**src/rtl/arc_cfg.svh**
```systemverilog
// constants of the result readout and standby block
// assumes a 125 MHz system clock and a 5 MHz conversion clock derived from it
`ifndef ARC_CFG_SVH
`define ARC_CFG_SVH

// -----------------------------------------------------------------------------
// clocking
// -----------------------------------------------------------------------------
`define ARC_CLK_NS          8
`define ARC_CLK_MHZ         125
`define ARC_CONV_CLK_NS     200
`define ARC_CONV_DIV        (`ARC_CONV_CLK_NS / `ARC_CLK_NS)

// -----------------------------------------------------------------------------
// conversion cycle positions, in conversion-clock cycles
// -----------------------------------------------------------------------------
`define ARC_CONV_CYCLES     4'he
`define ARC_PTR_RESET_CYC   4'hc
`define ARC_XFER_CYC        4'hd
`define ARC_CYC_FIRST       4'h1

// -----------------------------------------------------------------------------
// power timing
// -----------------------------------------------------------------------------
`define ARC_WAKE_NS         2000
`define ARC_WAKE_CYC        ((`ARC_WAKE_NS * `ARC_CLK_MHZ + 999) / 1000)
`define ARC_LONG_LOW_POWER_REQUEST_N_US    1000
`define ARC_LONG_LOW_POWER_REQUEST_N_CYC   (`ARC_LONG_LOW_POWER_REQUEST_N_US * `ARC_CLK_MHZ)
`define ARC_POWERUP_US      6000
`define ARC_POWERUP_CYC     (`ARC_POWERUP_US * `ARC_CLK_MHZ)

// -----------------------------------------------------------------------------
// result storage
// -----------------------------------------------------------------------------
`define ARC_DATA_W          12
`define ARC_NUM_REGS        4
`define ARC_PTR_FIRST       2'h0
`define ARC_NSEL_RESET      3'h4

`endif

```
**src/rtl/arc_pkg.sv**
```systemverilog
// types shared by the result readout and standby block
// assumes arc_cfg.svh is on the include path
`include "arc_cfg.svh"

package arc_pkg;

  // ---------------------------------------------------------------------------
  // states and carriers
  // ---------------------------------------------------------------------------
  typedef enum logic [2:0] {
    ARC_PWRUP,
    ARC_IDLE,
    ARC_CONV,
    ARC_LOW_POWER_REQUEST_N,
    ARC_WAKE
  } arc_state_t;

  typedef logic [`ARC_DATA_W-1:0] arc_word_t;

  typedef struct packed {
    logic cs_n;
    logic rd_n;
  } arc_host_rd_t;

  typedef struct packed {
    logic busy;
    logic eoc_n;
    logic first_result_flag;
    logic low_power;
    logic ready;
  } arc_status_t;

endpackage

```
**src/rtl/arc_readout.sv**
```systemverilog
// result readout, read pointer and standby control of a four-channel converter
// assumes host pins are synchronous to clk_i; the analog core returns a result
// on core_result_i for the channel named by core_ch_o
//
// Behaviour
// - standby input low gives low-current state
// - results stay readable while in standby
// - short standby wakes in two microseconds
// - power-up with internal reference takes 6 ms
// - four twelve-bit result registers
// - results packed in conversion order
// - pointer reset at cycle 12 of first conversion
// - first-result flag high at register one
// - bus driven only while select and read low
// - read edge advances pointer after sequence
// - no advance onto not-yet-valid register
// - conversion end advances pointer during sequence
// - read of last result wraps pointer
// - each conversion takes fourteen clock cycles
// - strobe low at cycle 13, high 14
// - flag clears at second conversion transfer
`timescale 1ns/1ns
`include "arc_cfg.svh"

module arc_readout #(
  parameter int P_LONG_LOW_POWER_REQUEST_N_CYC = `ARC_LONG_LOW_POWER_REQUEST_N_CYC,
  parameter int P_POWERUP_CYC   = `ARC_POWERUP_CYC
) (
  // clock and reset
  input  wire logic              clk_i,
  input  wire logic              sys_rst_i,
  // conversion control
  input  wire logic              sample_trigger_n_i,
  input  wire logic [3:0]        chan_sel_i,
  input  wire logic              low_power_request_n_i,
  // analog core
  input  arc_pkg::arc_word_t     core_result_i,
  output logic [1:0]             core_ch_o,
  // host read port
  input  arc_pkg::arc_host_rd_t  host_rd_i,
  output arc_pkg::arc_word_t     result_bus_o,
  output logic                   result_bus_oe_o,
  // status
  output arc_pkg::arc_status_t   status_o
);
  import arc_pkg::*;

  localparam int WAKE_C = `ARC_WAKE_CYC;
  localparam int DIV_C  = `ARC_CONV_DIV;

  // ---------------------------------------------------------------------------
  // helpers
  // ---------------------------------------------------------------------------
  function automatic logic [2:0] count_sel(input logic [3:0] m);
    count_sel = 3'({2'h0, m[0]} + {2'h0, m[1]} + {2'h0, m[2]} + {2'h0, m[3]});
  endfunction

  function automatic logic [1:0] lowest_sel(input logic [3:0] m);
    lowest_sel = 2'h0;
    for (int i = 3; i >= 0; i--) begin
      if (m[i]) lowest_sel = 2'(i);
    end
  endfunction

  // ---------------------------------------------------------------------------
  // state
  // ---------------------------------------------------------------------------
  arc_state_t  state;
  logic [19:0] pw_cnt;
  logic        low_power_request_n_long;
  logic [4:0]  div_cnt;
  logic        tick;
  logic [3:0]  cyc;
  logic [3:0]  remain;
  logic [2:0]  nsel;
  logic [2:0]  written;
  logic [1:0]  ptr;
  logic [1:0]  next_ptr;
  logic        rd_prev;
  logic        trig_prev;
  logic        busy;
  logic        eoc_n;
  logic        first_flag;
  logic        mem_we;
  logic        low_power;
  logic        ready;

  wire logic   rd_rise   = host_rd_i.rd_n && !rd_prev && !host_rd_i.cs_n;
  wire logic   trig_rise = sample_trigger_n_i && !trig_prev;
  wire logic   xfer      = tick && (cyc == `ARC_XFER_CYC);
  // channels still to convert once the current one is done
  wire logic [3:0] remain_left = remain & ~(4'h1 << core_ch_o);
  wire logic   seq_end   = tick && (cyc == `ARC_CONV_CYCLES) && (remain_left == 4'h0);
  wire logic [1:0] last  = 2'(nsel - 3'h1);
  wire logic [19:0] wake_target = low_power_request_n_long ? 20'(P_POWERUP_CYC) : 20'(WAKE_C);

  assign status_o = '{busy: busy, eoc_n: eoc_n, first_result_flag: first_flag,
                      low_power: low_power, ready: ready};

  // ---------------------------------------------------------------------------
  // power state
  // ---------------------------------------------------------------------------
  // a long standby is charged the full power-up time as its wake time
  always_ff @(posedge clk_i or posedge sys_rst_i) begin
    if (sys_rst_i) begin
      state     <= ARC_PWRUP;
      pw_cnt    <= '0;
      low_power_request_n_long <= 1'b0;
    end else begin
      case (state)
        ARC_PWRUP: begin
          pw_cnt <= pw_cnt + 20'h1;
          if (pw_cnt == 20'(P_POWERUP_CYC - 1)) begin
            state  <= ARC_IDLE;
            pw_cnt <= '0;
          end
        end
        ARC_IDLE: begin
          if (!low_power_request_n_i) begin
            state  <= ARC_LOW_POWER_REQUEST_N;
            pw_cnt <= '0;
          end else if (trig_rise && (chan_sel_i != 4'h0)) begin
            state <= ARC_CONV;
          end
        end
        ARC_CONV: begin
          if (seq_end) begin
            state <= ARC_IDLE;
          end
        end
        ARC_LOW_POWER_REQUEST_N: begin
          if (pw_cnt != 20'(P_LONG_LOW_POWER_REQUEST_N_CYC)) begin
            pw_cnt <= pw_cnt + 20'h1;
          end
          if (low_power_request_n_i) begin
            state     <= ARC_WAKE;
            low_power_request_n_long <= (pw_cnt == 20'(P_LONG_LOW_POWER_REQUEST_N_CYC));
            pw_cnt    <= '0;
          end
        end
        ARC_WAKE: begin
          if (!low_power_request_n_i) begin
            state  <= ARC_LOW_POWER_REQUEST_N;
            pw_cnt <= '0;
          end else if (pw_cnt == wake_target - 20'h1) begin
            state  <= ARC_IDLE;
            pw_cnt <= '0;
          end else begin
            pw_cnt <= pw_cnt + 20'h1;
          end
        end
        default: begin
          state <= ARC_PWRUP;
        end
      endcase
    end
  end

  // power flags are taken from the next state, so they are flops yet never lag
  always_ff @(posedge clk_i or posedge sys_rst_i) begin
    if (sys_rst_i) begin
      low_power <= 1'b0;
      ready     <= 1'b0;
    end else begin
      low_power <= !low_power_request_n_i && ((state == ARC_IDLE) || (state == ARC_LOW_POWER_REQUEST_N)
                                              || (state == ARC_WAKE));
      ready     <= ((state == ARC_PWRUP) && (pw_cnt == 20'(P_POWERUP_CYC - 1)))
                   || ((state == ARC_IDLE) && low_power_request_n_i
                       && !(trig_rise && (chan_sel_i != 4'h0)))
                   || ((state == ARC_CONV) && seq_end)
                   || ((state == ARC_WAKE) && low_power_request_n_i
                       && (pw_cnt == wake_target - 20'h1));
    end
  end

  // ---------------------------------------------------------------------------
  // conversion sequencer
  // ---------------------------------------------------------------------------
  always_ff @(posedge clk_i or posedge sys_rst_i) begin
    if (sys_rst_i) begin
      div_cnt <= '0;
      tick    <= 1'b0;
    end else if (state == ARC_CONV) begin
      tick    <= (div_cnt == 5'(DIV_C - 1));
      div_cnt <= (div_cnt == 5'(DIV_C - 1)) ? 5'h0 : div_cnt + 5'h1;
    end else begin
      div_cnt <= '0;
      tick    <= 1'b0;
    end
  end

  always_ff @(posedge clk_i or posedge sys_rst_i) begin
    if (sys_rst_i) begin
      cyc       <= `ARC_CYC_FIRST;
      remain    <= '0;
      nsel      <= `ARC_NSEL_RESET;
      written   <= '0;
      core_ch_o <= '0;
      busy      <= 1'b0;
      eoc_n     <= 1'b1;
    end else if ((state == ARC_IDLE) && low_power_request_n_i && trig_rise
                 && (chan_sel_i != 4'h0)) begin
      cyc       <= `ARC_CYC_FIRST;
      remain    <= chan_sel_i;
      nsel      <= count_sel(chan_sel_i);
      written   <= '0;
      core_ch_o <= lowest_sel(chan_sel_i);
      busy      <= 1'b1;
    end else if (tick) begin
      cyc <= (cyc == `ARC_CONV_CYCLES) ? `ARC_CYC_FIRST : cyc + 4'h1;
      if (cyc == `ARC_XFER_CYC) begin
        eoc_n   <= 1'b0;
        written <= written + 3'h1;
      end
      if (cyc == `ARC_CONV_CYCLES) begin
        eoc_n     <= 1'b1;
        remain    <= remain_left;
        core_ch_o <= lowest_sel(remain_left);
        if (remain_left == 4'h0) begin
          busy <= 1'b0;
        end
      end
    end
  end

  // ---------------------------------------------------------------------------
  // result store and read pointer
  // ---------------------------------------------------------------------------
  // results are written densely: slot index is the count already converted
  assign mem_we = xfer;

  arc_result_mem u_mem (
    .clk_i     (clk_i),
    .sys_rst_i (sys_rst_i),
    .wr_en_i   (mem_we),
    .wr_addr_i (written[1:0]),
    .wr_data_i (core_result_i),
    .rd_addr_i (next_ptr),
    .rd_data_o (result_bus_o)
  );

  // the converter owns the pointer on its transfer ticks; a read edge in the
  // same cycle loses, since the host cannot yet see the new slot anyway
  always_comb begin
    next_ptr = ptr;
    if (tick && (cyc == `ARC_PTR_RESET_CYC) && (written == 3'h0)) begin
      next_ptr = `ARC_PTR_FIRST;
    end else if (xfer && (written != 3'h0)) begin
      next_ptr = written[1:0];
    end else if (rd_rise) begin
      if (ptr == last) begin
        next_ptr = `ARC_PTR_FIRST;
      end else if (!busy || ({1'b0, ptr} + 3'h1 < written)) begin
        next_ptr = ptr + 2'h1;
      end
    end
  end

  // standby neither clears the store nor moves the pointer
  always_ff @(posedge clk_i or posedge sys_rst_i) begin
    if (sys_rst_i) begin
      ptr        <= `ARC_PTR_FIRST;
      first_flag <= 1'b1;
    end else begin
      ptr        <= next_ptr;
      first_flag <= (next_ptr == `ARC_PTR_FIRST);
    end
  end

  // output enable works in every power state
  always_ff @(posedge clk_i or posedge sys_rst_i) begin
    if (sys_rst_i) begin
      result_bus_oe_o <= 1'b0;
      rd_prev         <= 1'b1;
      trig_prev       <= 1'b1;
    end else begin
      result_bus_oe_o <= !host_rd_i.cs_n && !host_rd_i.rd_n;
      rd_prev         <= host_rd_i.rd_n;
      trig_prev       <= sample_trigger_n_i;
    end
  end
endmodule // arc_readout

```
**src/rtl/arc_result_mem.sv**
```systemverilog
// four-word result store with a registered read port
// assumes one writer and one reader in the clk_i domain
`timescale 1ns/1ns
`include "arc_cfg.svh"

module arc_result_mem (
  // clock and reset
  input  wire logic              clk_i,
  input  wire logic              sys_rst_i,
  // write side
  input  wire logic              wr_en_i,
  input  wire logic [1:0]        wr_addr_i,
  input  arc_pkg::arc_word_t     wr_data_i,
  // read side
  input  wire logic [1:0]        rd_addr_i,
  output arc_pkg::arc_word_t     rd_data_o
);
  import arc_pkg::*;

  arc_word_t store [`ARC_NUM_REGS];

  always_ff @(posedge clk_i or posedge sys_rst_i) begin
    if (sys_rst_i) begin
      for (int i = 0; i < `ARC_NUM_REGS; i++) begin
        store[i] <= '0;
      end
    end else if (wr_en_i) begin
      store[wr_addr_i] <= wr_data_i;
    end
  end

  // write-through so a result written this cycle is readable next cycle
  always_ff @(posedge clk_i or posedge sys_rst_i) begin
    if (sys_rst_i) begin
      rd_data_o <= '0;
    end else if (wr_en_i && (wr_addr_i == rd_addr_i)) begin
      rd_data_o <= wr_data_i;
    end else begin
      rd_data_o <= store[rd_addr_i];
    end
  end

endmodule // arc_result_mem

```
**config.mk**
```make
export PLATFORM = sky130hd
export DESIGN_NAME = arc_readout
export DESIGN_NICKNAME = d
export VERILOG_FILES = /design/src/rtl/arc_pkg.sv /design/src/rtl/arc_readout.sv /design/src/rtl/arc_result_mem.sv
export VERILOG_INCLUDE_DIRS = /design/src /design/src/rtl
export SDC_FILE = /design/constraint.sdc
export NUM_CORES = 1
export LEC_CHECK = 0
export BUFFER_PORTS_ARGS = -buffer_cell sky130_fd_sc_hd__buf_2
export CAP_MARGIN = 20
export CORE_MARGIN = 3
export CORE_UTILIZATION = 65
export CTS_BUF_LIST = sky130_fd_sc_hd__clkbuf_2 sky130_fd_sc_hd__clkbuf_4 sky130_fd_sc_hd__clkbuf_8
export CTS_CLUSTER_DIAMETER = 150
export DETAILED_ROUTE_END_ITERATION = 10
export PLACE_DENSITY = 0.85
export SETUP_SLACK_MARGIN = 0.5
export SLEW_MARGIN = 20
export SYNTH_ARGS = -nofsm -noshare
export SYNTH_HDL_FRONTEND = slang
export SYNTH_SLANG_ARGS = --single-unit
```
**constraint.sdc**
```tcl
create_clock -name clk_i -period 11.45 [get_ports clk_i]
set_clock_uncertainty 0.05 [all_clocks]
set_input_delay 2.29 -clock clk_i [delete_from_list [all_inputs] [get_ports clk_i]]
set_output_delay 2.29 -clock clk_i [all_outputs]
set_load 0.02 [all_outputs]
```
==> metrics.txt, run 1 <==
critical path's largest stage delay=between 0.8 and 0.9 ns; sequential area share after synthesis=0.4719; initial antenna violation count=0; pwr/cell area=approximately 220 nW/µm²; # DRC=0; row count=34; post-route ant nets=0; # hold bufs at CTS=0; synthesis-to-finish area growth=10.83%; Final Power=around 1500 µW; CP max FO=14; chip width=roughly 100 µm; Worst path top cell family by delay=compound AO/OA/AOI/OAI gates; total wire length=between 10 and 15 mm; final RePlAce weighted congestion=approximately 0.86; Least-Margin Pin Slew=around 0.93 ns; Worst path slowest cell=a211oi_4; Post-CTS Setup Bufs=0; share of cells above drive strength 1=0.1711; Sink Count=about 120; Final HPWL DP=just under 9 mm; Pleak=0.002957 µW; Worst Path Buf+Inv=2; R2R setup slack=around 7.6 ns; nets=approximately 700; max_slew headroom=0.3813; Die Y=around 100 µm; die area=10,600 µm²; area leader, netlist=dfrtp_1; vias=between 4,000 and 5,000; asr flop ratio synth=1.000; crit-path cells=buf_2 -> nor2_1 -> nand2_1 -> a311oi_2 -> a21oi_1 -> a211oi_4 -> inv_2 -> nand3_2 -> o22ai_1 -> a221o_1; synthesized flop and latch total=~120; Core Box Area=between 8000 and 9000 µm²; period utilisation layout=0.4034; clock slew at reported path FFs=around 0.07 ns; WHS Endpoint=u_mem.store[20]$_DFFE_PP0P_; Worst Setup End Kind=flop; # setup viols final=0; Post-Syn Area per Cell=a little under 10 µm²; CTS tree=done; Final Hold Vio Count=0; port buffer count=a little over 40; Cell Area, Synth=roughly 6000 µm²; reg-to-reg endpoint=u_mem.rd_data_o[5]$_DFF_PP0_; DR WL/cell=around 18 µm; crit path launch type=primary input; Root Driver=clkbuf_8; First-pass DRT Iterations=5; pin count of the biggest net entering global routing=86; Setup TNS=0 ns; Synthesis Warnings=0; WHS Path Cells=2; synth top area cells=dfrtp_1, mux2i_1, nand2_1; Post-synth EDFFs=0; Synth top area share=0.4505; clock buffer depth=2; Distinct cells, synth=67; unrepaired setup endpoints after global routing=false; critical path class=primary input to flop; R2R cell count=10; start point of the worst hold path=u_mem.store[20]$_DFFE_PP0P_; worst min path class=flop to flop; Synth Flop Type=dfrtp_1; CP Data Arrival Time=around 4.9 ns; Initial Util=0.6840; first-pass GRT wire length=~23 mm; WHS=roughly 0.43 ns; PostCTS Resize Cnt=0; FMAX=~0.22 GHz; Syn Nets=668; final period demand of the worst path=4.619 ns; status=completed; vias in the first global route=~4,800; I/O Pins=between 40 and 50; Max H-tree Level=4; GRT overflow=0; GRT Overall Usage=0.2756; Filler Cell Count=580; Final Max Slew Viols=0; Mapped Cells=between 600 and 700; Iter 0 DRT Violations=between 400 and 500; worst r2r src=written[0]$_DFFE_PP0P_; Max Cap Viol=0; post-DR vias/cell=6.405; CTS Buf Count=17; clk_lat worst skew=between 0.4 and 0.5 ns; maximum vdd drop=roughly 0.12 mV; Crit path required time=11.70 ns; ANT cells=0
worst reg2reg max path, delay by kind of cell, from the launching register on:
family / cells / cell delay (ns)
fa+ha+maj: 1 / 0.33
buf+inv: 2 / 0.64
compound gates: 4 / 1.30
simple gates: 3 / 0.57
flops: 1 / 0.88
cells in the mapped netlist, types with 3 or more instances:
master    number
dfrtp_1      110
nand2_1       88
o21ai_0       66
mux2i_1       35
inv_1         30
nor2_1        30
clkbuf_1      21
nand3_1       20
mux2_2        15
a21oi_1       14
a21o_1        13
ha_1          13
o31ai_1       12
o22ai_1       11
a221o_1        9
o32ai_1        9
nand2b_1       7
nor3_1         7
xnor2_1        7
a22o_1         6
buf_4          6
nand4_1        6
nor2b_1        6
nor4_1         6
buf_2          5
dfstp_2        5
or2_2          5
a22oi_1        4
a31oi_1        4
and2_1         4
and3_1         4
or3_1          4
or4_1          4
nand3b_1       3
o21a_1         3
through the flow:
stage / cell area, µm² / setup WS, ns / instances / utilization
after floorplan: 6111 / 6.074 / 632 / -
after global placement: 6300 / 6.636 / 748 / 0.7052
after detailed placement: 6300 / 6.488 / 748 / 0.7052
after CTS: 6769 / 6.920 / 780 / 0.7577
after global routing: 6773 / 6.756 / 780 / 0.7581
final: 6773 / 6.831 / 780 / 0.7581
final cells by class:
cell class / count / area [µm²] / share of cell area
tap: 108 / 135.1 / 0.01995
clock inverter: 8 / 145.1 / 0.02143
sequential: 115 / 2884 / 0.4258
inverter: 31 / 118.9 / 0.01755
clock buffer: 24 / 324.1 / 0.04785
multi-input combinational: 449 / 2927 / 0.4321
timing repair buffer: 45 / 239.0 / 0.03529
worst max-delay path by stage:
| stage | start | to | cells after the start |
|---|---|---|---|
| after floorplan | sys_rst_i | busy$_DFFE_PP0P_ | 1 |
| after global placement | host_rd_i[1] | u_mem.rd_data_o[8]$_DFF_PP0_ | 10 |
| after detailed placement | host_rd_i[1] | u_mem.rd_data_o[2]$_DFF_PP0_ | 10 |
| after CTS | host_rd_i[1] | u_mem.rd_data_o[5]$_DFF_PP0_ | 10 |
| after global routing | host_rd_i[1] | u_mem.rd_data_o[5]$_DFF_PP0_ | 10 |
| final | host_rd_i[1] | u_mem.rd_data_o[5]$_DFF_PP0_ | 10 |
layer usage:
layer  wire [µm]  part of all wire  global-route usage  vias to the layer above
met4         281             0.020              0.1145                        0
met5           0                 0                   0                        -
met1        5899              0.43              0.3653                     2453
met2        6883              0.50              0.4480                      195
met3         739             0.054             0.05142                       31
li1            -                 -                   -                     2317
state kept, by name (all words and copies together) (netlist names), 2 cells and up:
register         cells
core_ch_o            2
cyc                  4
div_cnt              5
nsel                 2
ptr                  2
pw_cnt              20
remain               4
state                3
u_mem.rd_data_o     12
u_mem.store         48
written              3
kinds of logic (layout without fill, tap and decap cells):
kind of cell    Yosys count  in the layout  synth area share
xor+xnor                  9              9           0.01290
simple gates            208            208            0.1654
flops                   115            115            0.4719
buf+inv                  68            108           0.05078
compound gates          167            167            0.1818
fa+ha+maj                14             14           0.02989
mux                      51             51           0.08722
layout by cell type (no fill, tap or decap), types with 9 or more instances in the layout:
cell,count
dfrtp_1,110
nor2_1,30
o21ai_0,66
ha_1,13
buf_2,41
a221o_1,9
mux2i_1,35
clkbuf_8,23
o22ai_1,11
a21oi_1,14
a21o_1,13
o31ai_1,12
nand3_1,20
nand2_1,88
inv_1,29
mux2_2,15
o32ai_1,9
power by group:
| group | total [µW] | internal, µW | switching [µW] |
|---|---|---|---|
| sequential | 573 | 472 | 101 |
| combinational | 449 | 182 | 267 |
| clock | 440 | 274 | 165 |
(Power assumes the default switching activity.)
==> run 2, diff against run 1 <==
--- a/config.mk
+++ b/config.mk
@@ -9,11 +9,11 @@
 export BUFFER_PORTS_ARGS = -buffer_cell sky130_fd_sc_hd__buf_2
 export CAP_MARGIN = 20
 export CORE_MARGIN = 3
-export CORE_UTILIZATION = 65
+export CORE_UTILIZATION = 57
 export CTS_BUF_LIST = sky130_fd_sc_hd__clkbuf_2 sky130_fd_sc_hd__clkbuf_4 sky130_fd_sc_hd__clkbuf_8
 export CTS_CLUSTER_DIAMETER = 150
 export DETAILED_ROUTE_END_ITERATION = 10
-export PLACE_DENSITY = 0.85
+export PLACE_DENSITY = 0.79
 export SETUP_SLACK_MARGIN = 0.5
 export SLEW_MARGIN = 20
 export SYNTH_ARGS = -nofsm -noshare
==> constraint.sdc (replaced) <==
create_clock -name clk_i -period 4.1 [get_ports clk_i]
set_clock_uncertainty 0.05 [all_clocks]
set_input_delay 0.82 -clock clk_i [delete_from_list [all_inputs] [get_ports clk_i]]
set_output_delay 0.82 -clock clk_i [all_outputs]
set_load 0.02 [all_outputs]
==> run 2 against run 1 <==
Power rose to 2.7 times the previous value. Cell count up 4.0%. Global-route usage down 4.5 points. Cell area up 0.31%. Utilization down 10 points. Clock power up 130%. Non-clock buffer count up 4. Largest cell class unchanged.
==> metrics.txt, run 2 (same netlist as run 1, synthesis figures left out) <==
pwr/cell area=571.6 nW/µm² (+160%); Die Y=109.5 µm (+6.4%); Least-Margin Pin Slew=0.8374 ns (-0.08765 ns); DR WL/cell=15.85 µm (-10%); Worst path slowest cell=dfrtp_1; first-pass GRT wire length=21.71 mm (-5.7%); final period demand of the worst path=3.370 ns; final instance area=6794 µm² (+0.31%); Final HPWL DP=8.688 mm (-0.42%); Final Max Slew Viols=0 (unchanged); vias=4,759 (-4.7%); Core Box Area=10,370 µm² (+16%); PostCTS Resize Cnt=0 (unchanged); clock slew at reported path FFs=0.07 ns (about the same); CP endpoint=u_mem.rd_data_o[6]$_DFF_PP0_; Sink Count=115 (unchanged); R2R setup slack=0.73 ns (-6.82 ns); max_slew headroom=0.4417 (+0.06041); Placed Instance Area=6404 µm² (+1.6%); Root Driver=clkbuf_8; chip width=109.5 µm (+6.4%); nets=699 (+0.58%); # DRC=0 (unchanged); Crit path required time=4.37 ns (-7.33 ns); most common cell after layout, fill and taps aside=dfrtp_1; pin count of the biggest net entering global routing=67 (-22%); GRT Max-Usage Layer=met2; final RePlAce weighted congestion=0.8437 (-2.3%); reg-to-reg endpoint=u_mem.rd_data_o[6]$_DFF_PP0_; critical path class=flop to flop; Final Hold Vio Count=0 (unchanged); Max H-tree Level=4 (unchanged); maximum vdd drop=0.4109 mV (+240%); most flop-heavy register=u_mem.store; GRT overflow=0 (unchanged); crit-path cells=inv_1 -> ha_1 -> nor2b_1 -> nor2_1 -> nand3b_1 -> inv_1 -> o21ai_2 -> buf_12 -> mux2i_1 -> mux2i_1 -> a221o_1; FMAX=roughly 0.3 GHz; Crit. Startpoint=written[0]$_DFFE_PP0P_; Worst Path Buf+Inv=3 (+1); GRT Overall Usage=0.2305 (-0.04513); row count=37 (+8.8%); max reg flops=48 (unchanged); port buffer count=41 (unchanged); R2R cell count=11 (+1); Initial Util=0.5893 (-0.09475); worst min path class=primary input to async pin; # setup viols final=0 (unchanged); CP max FO=25 (+11); Pleak=0.002946 µW (-0.36%); status=completed; Crit path depth=11 (+1); period utilisation layout=0.8220; # hold bufs at CTS=0 (unchanged); total wire length=12.85 mm (-6.9%); I/O Pins=42 (unchanged); unrepaired setup endpoints after global routing=false; post-DR vias/cell=5.868 (-8.4%); met2 Use GR=0.3840 (-0.06391); initial antenna violation count=0 (unchanged); die area=12,000 µm² (+13%); commonest cells after routing, fill and taps aside=dfrtp_1, nand2_1, o21ai_0, buf_2, mux2i_1; CP Data Arrival Time=3.64 ns (-1.23 ns); WHS=0.3479 ns (-0.08361 ns); Worst Setup End Kind=flop; First-pass DRT Iterations=4 (-1); Setup TNS=0 ns (unchanged); setup slack after layout=0.7299 ns (-6.101 ns); Post-CTS Setup Bufs=0 (unchanged); Largest regs=u_mem.store: 48 flops, pw_cnt: 20 flops, u_mem.rd_data_o: 12 flops; Worst path top cell family by delay=flip-flops; synthesis-to-finish area growth=11.18%; crit path launch type=flop; GR met3 Demand/Resource=0.06988 (+0.01846); met1 Track Usage GR=0.2818 (-0.08343); critical path's largest stage delay=0.89 ns (+0.08 ns); CTS tree=done; worst r2r src=written[0]$_DFFE_PP0P_; Iter 0 DRT Violations=268 (-36%); Max Cap Viol=0 (unchanged); post-route ant nets=0 (unchanged); post-place setup slack=0.8221 ns (-5.666 ns); clk_lat worst skew=0.43 ns (about the same); vias in the first global route=4,679 (-3.0%); clock buffer depth=2 (unchanged); share of cells above drive strength 1=0.1748 (+0.003684); CTS Buf Count=17 (unchanged); ANT cells=0 (unchanged)
==> run 2: changes by cell type in the layout (fill, tap and decap cells not counted), sizes merged <==
cell      change
clkinv        +3
clkbuf        -3
buf           +4
inv           -1
bufinv        -2
clkinvlp      +2
==> run 2: power breakdown <==
group | internal [µW] | switching [µW]
Combinational | 539 | 726
Sequential | 1320 | 275
Clock | 585 | 440
==> run 2: worst min-delay path by stage <==
stage	endpoint	cells past startpoint	from
4_1_cts	pw_cnt[6]$_DFFE_PP0P_	2	sys_rst_i
3_5_place_dp	u_mem.store[12]$_DFFE_PP0P_	2	u_mem.store[12]$_DFFE_PP0P_
3_3_place_gp	u_mem.store[25]$_DFFE_PP0P_	2	u_mem.store[25]$_DFFE_PP0P_
5_1_grt	pw_cnt[11]$_DFFE_PP0P_	2	sys_rst_i
6_report	pw_cnt[11]$_DFFE_PP0P_	2	sys_rst_i
2_1_floorplan	u_mem.store[24]$_DFFE_PP0P_	2	u_mem.store[24]$_DFFE_PP0P_
==> run 2: worst register-to-register path: cells and delay by family, from the launching register on <==
kind / cells / cell delay, ns
AND/OR/NAND/NOR: 3 / 0.50
AO/OA/AOI/OAI: 2 / 0.53
flip-flops: 1 / 0.89
multiplexers: 2 / 0.46
adder cells (fa/ha/maj): 1 / 0.31
buffers and inverters: 3 / 0.53
==> run 2: metrics by stage <==
stage,utilization,instances,total power (µW)
4_1_cts,0.6552,811,3904
5_1_grt,0.6552,811,4143
6_report,0.6552,811,3883
3_3_place_gp,0.6156,779,2787
3_5_place_dp,0.6175,780,2860
2_1_floorplan,-,632,2576
==> run 2: final cells by class <==
class	instances	area, µm²
multi-input combinational	449	2927
clock inverter	10	107.6
fill	812	3576
tap	136	170.2
clock buffer	21	282.8
timing repair buffer	49	302.8
inverter	31	120.1
sequential	115	2884
==> run 2: per-layer routing <==
metal | part of all wire | wire, µm
met1 | 0.44 | 5682
met2 | 0.50 | 6446
met3 | 0.044 | 571
met4 | 0.012 | 152
met5 | 0 | 0
==> run 3, diff against run 2 <==
--- a/config.mk
+++ b/config.mk
@@ -9,11 +9,11 @@
 export BUFFER_PORTS_ARGS = -buffer_cell sky130_fd_sc_hd__buf_2
 export CAP_MARGIN = 20
 export CORE_MARGIN = 3
-export CORE_UTILIZATION = 57
+export CORE_UTILIZATION = 63
 export CTS_BUF_LIST = sky130_fd_sc_hd__clkbuf_2 sky130_fd_sc_hd__clkbuf_4 sky130_fd_sc_hd__clkbuf_8
 export CTS_CLUSTER_DIAMETER = 150
 export DETAILED_ROUTE_END_ITERATION = 10
-export PLACE_DENSITY = 0.79
+export PLACE_DENSITY = 0.83
 export SETUP_SLACK_MARGIN = 0.5
 export SLEW_MARGIN = 20
 export SYNTH_ARGS = -nofsm -noshare
==> constraint.sdc (replaced) <==
create_clock -name clk_i -period 3.2 [get_ports clk_i]
set_clock_uncertainty 0.05 [all_clocks]
set_input_delay 0.64 -clock clk_i [delete_from_list [all_inputs] [get_ports clk_i]]
set_output_delay 0.64 -clock clk_i [all_outputs]
set_load 0.02 [all_outputs]
==> run 3 against run 2 <==
Setup slack worse by 0.72 ns. Via count grew 8.6%. Clock power up 50%. Cell area increased by 7.7%. Die area down 9.0%. Combinational power is 83% higher. Fmax grew 5.6%. First-iteration DRC count up 3.7%. Clock-buffer cell count grew 1. Cell count grew 1.2%. Sequential cell count unchanged. Critical path type unchanged. Highest routed layer is now met5.
==> metrics.txt, run 3 (same netlist as run 1, synthesis figures left out) <==
status=completed; most common cell after layout, fill and taps aside=dfrtp_1; initial antenna violation count=1 (+1); synthesis-to-finish area growth=19.76%; I/O Pins=42 (unchanged); GRT overflow=0 (unchanged); post-route ant nets=0 (unchanged); crit path launch type=flop; most flop-heavy register=u_mem.store; commonest cells after routing, fill and taps aside=dfrtp_1, nand2_1, o21ai_0, buf_2, nor2_1; critical path class=flop to flop; Core Box Area=9328 µm² (-10%); Max H-tree Level=4 (unchanged); maximum vdd drop=0.4559 mV (+11%); setup slack after layout=0.007286 ns (-0.7226 ns); First-pass DRT Iterations=8 (+4); clock slew at reported path FFs=0.07 ns (about the same); total wire length=15.26 mm (+19%); Setup TNS=0 ns (unchanged); CP max FO=6 (-76%); Seq. cell area=2888 µm² (+0.13%); worst r2r src=ptr[1]$_DFF_PP0_; Final Util=0.7846 (+0.1294); clock buffer depth=2 (unchanged); critical path's largest stage delay=0.44 ns (-0.45 ns); combinational share of power=0.392 (+0.066); max_slew headroom=0.4370 (-0.004686); WHS=0.2790 ns (-0.06891 ns); die area=10,920 µm² (-9.0%); Largest regs=u_mem.store: 48 flops, pw_cnt: 20 flops, u_mem.rd_data_o: 12 flops; Worst Setup End Kind=flop; internal power=3734 µW (+53%); Worst path slowest cell=dfrtp_2; unrepaired setup endpoints after global routing=true; nets=715 (+2.3%); Worst path top cell family by delay=compound AO/OA/AOI/OAI gates; Crit path required time=3.46 ns (-0.91 ns); met2 Use GR=0.4557 (+0.07167); start point of the worst hold path=host_rd_i[0]; vias in the first global route=4,940 (+5.6%); Reg power frac=0.344 (-0.066); Sink Count=115 (unchanged); # DRC=0 (unchanged); CTS tree=done; crit-path cells=ha_4 -> ha_4 -> a21oi_2 -> o21ai_2 -> a211o_1 -> o22a_4 -> o21ai_4 -> buf_4 -> buf_12 -> buf_16 -> mux2i_1 -> mux2i_1 -> a221o_1; clock network power share=0.264 (about the same); Least-Margin Pin Slew=0.8427 ns (+0.005255 ns); Iter 0 DRT Violations=278 (+3.7%); pin count of the biggest net entering global routing=44 (-34%); row count=35 (-5.4%); Root Driver=clkbuf_8; NetSw=2144 µW (+49%); Crit. Startpoint=ptr[1]$_DFF_PP0_; period utilisation layout=0.9977 (+0.1757); post-DR vias/cell=6.292 (+7.2%); port buffer count=41 (unchanged); FMAX=0.3132 GHz (+5.6%); DR WL/cell=18.59 µm (+17%); Final Hold Vio Count=0 (unchanged); met1 Track Usage GR=0.3369 (+0.05509); Initial Util=0.6551 (+0.06585); Die Y=104.5 µm (-4.6%); chip width=104.5 µm (-4.6%); Filler Cell Count=568 (-30%); worst min path class=primary input to flop; final period demand of the worst path=3.193 ns (-0.1774 ns); pwr/cell area=803.3 nW/µm² (+41%); CTS Buf Count=17 (unchanged); Max Cap Viol=0 (unchanged); Final HPWL DP=9.054 mm (+4.2%); Final Power=5878 µW (+51%); Worst Path Buf+Inv=3 (unchanged); # setup viols final=0 (unchanged); Final Max Slew Viols=0 (unchanged); GRT Max-Usage Layer=met2; GR met3 Demand/Resource=0.05214 (-0.01774); max reg flops=48 (unchanged); Sw Share=0.3648 (-0.006384); share of cells above drive strength 1=0.2413 (+0.06651); multi-input logic area=3168 µm² (+8.3%); clk_lat worst skew=0.43 ns (about the same); GRT Overall Usage=0.2685 (+0.03798); # hold bufs at CTS=0 (unchanged); final RePlAce weighted congestion=0.8397 (-0.47%); first-pass GRT wire length=23.89 mm (+10%); vias=5,166 (+8.6%); Pleak=0.003107 µW (+5.5%); ANT cells=0 (unchanged); post-place setup slack=0.1440 ns (-0.6781 ns); CP Data Arrival Time=3.45 ns (-0.19 ns)
-- run 3: cell count changes in the layout (fill, tap and decap cells not counted), sizes merged --
cell / delta
clkinvlp: -1
clkbuf: +1
buf: +16
bufinv: +3
clkinv: -2
-- run 3: worst register-to-register path: stages (launching register included) --
cell and delay, ns:
dfrtp_2 0.44, ha_4 0.18, ha_4 0.24, a21oi_2 0.15, o21ai_2 0.09, a211o_1 0.37, o22a_4 0.24, o21ai_4 0.19
buf_4 0.15, buf_12 0.10, buf_16 0.13, mux2i_1 0.27, mux2i_1 0.15, a221o_1 0.34
-- run 3: final timing paths --
kind                                                 to  slack, ns  depth (start not counted)
max                        u_mem.rd_data_o[5]$_DFF_PP0_      0.007                         13
min                                   rd_prev$_DFF_PP1_       0.28                          1
max reg2reg                u_mem.rd_data_o[5]$_DFF_PP0_      0.007                         13
min reg2reg                        div_cnt[0]$_DFF_PP0_       0.44                          1
max in group asynchronous             rd_prev$_DFF_PP1_       2.05                          3
min in group asynchronous        pw_cnt[10]$_DFFE_PP0P_       0.32                          2
-- run 3: what timing repair did --
item | in CTS | in global routing
gates cloned | 2 | 0
gates resized for setup | 14 | 31
setup endpoints to repair | 14 | 29
setup buffers | 7 | 5
pin swaps | 1 | 4
-- run 3: cell type report --
class | instances | share of cell area
clock buffer | 22 | 0.03796
clock inverter | 10 | 0.02462
inverter | 31 | 0.01676
multi-input combinational | 449 | 0.4329
sequential | 115 | 0.3946
tap | 129 | 0.02206
timing repair buffer | 65 | 0.07112
-- run 3: layer usage --
metal	share of wire	wire [µm]
met5	0.0010	16
met4	0.032	490
met3	0.056	858
met2	0.51	7841
met1	0.40	6053
-- run 3: power groups by stage --
stage	sequential (µW)	clock (µW)	combinational, µW
floorplan	1950	0	1430
global placement	2010	0	1690
detailed placement	2020	0	1780
CTS	2000	1560	2040
global route	2060	1630	2450
finish	2020	1550	2300
-- run 3: stage by stage --
stage,cell area (µm²),cells
3_3_place_gp,6467,775
2_1_floorplan,6163,632
3_5_place_dp,6467,775
5_1_grt,7318,821
4_1_cts,7106,816
6_report,7318,821
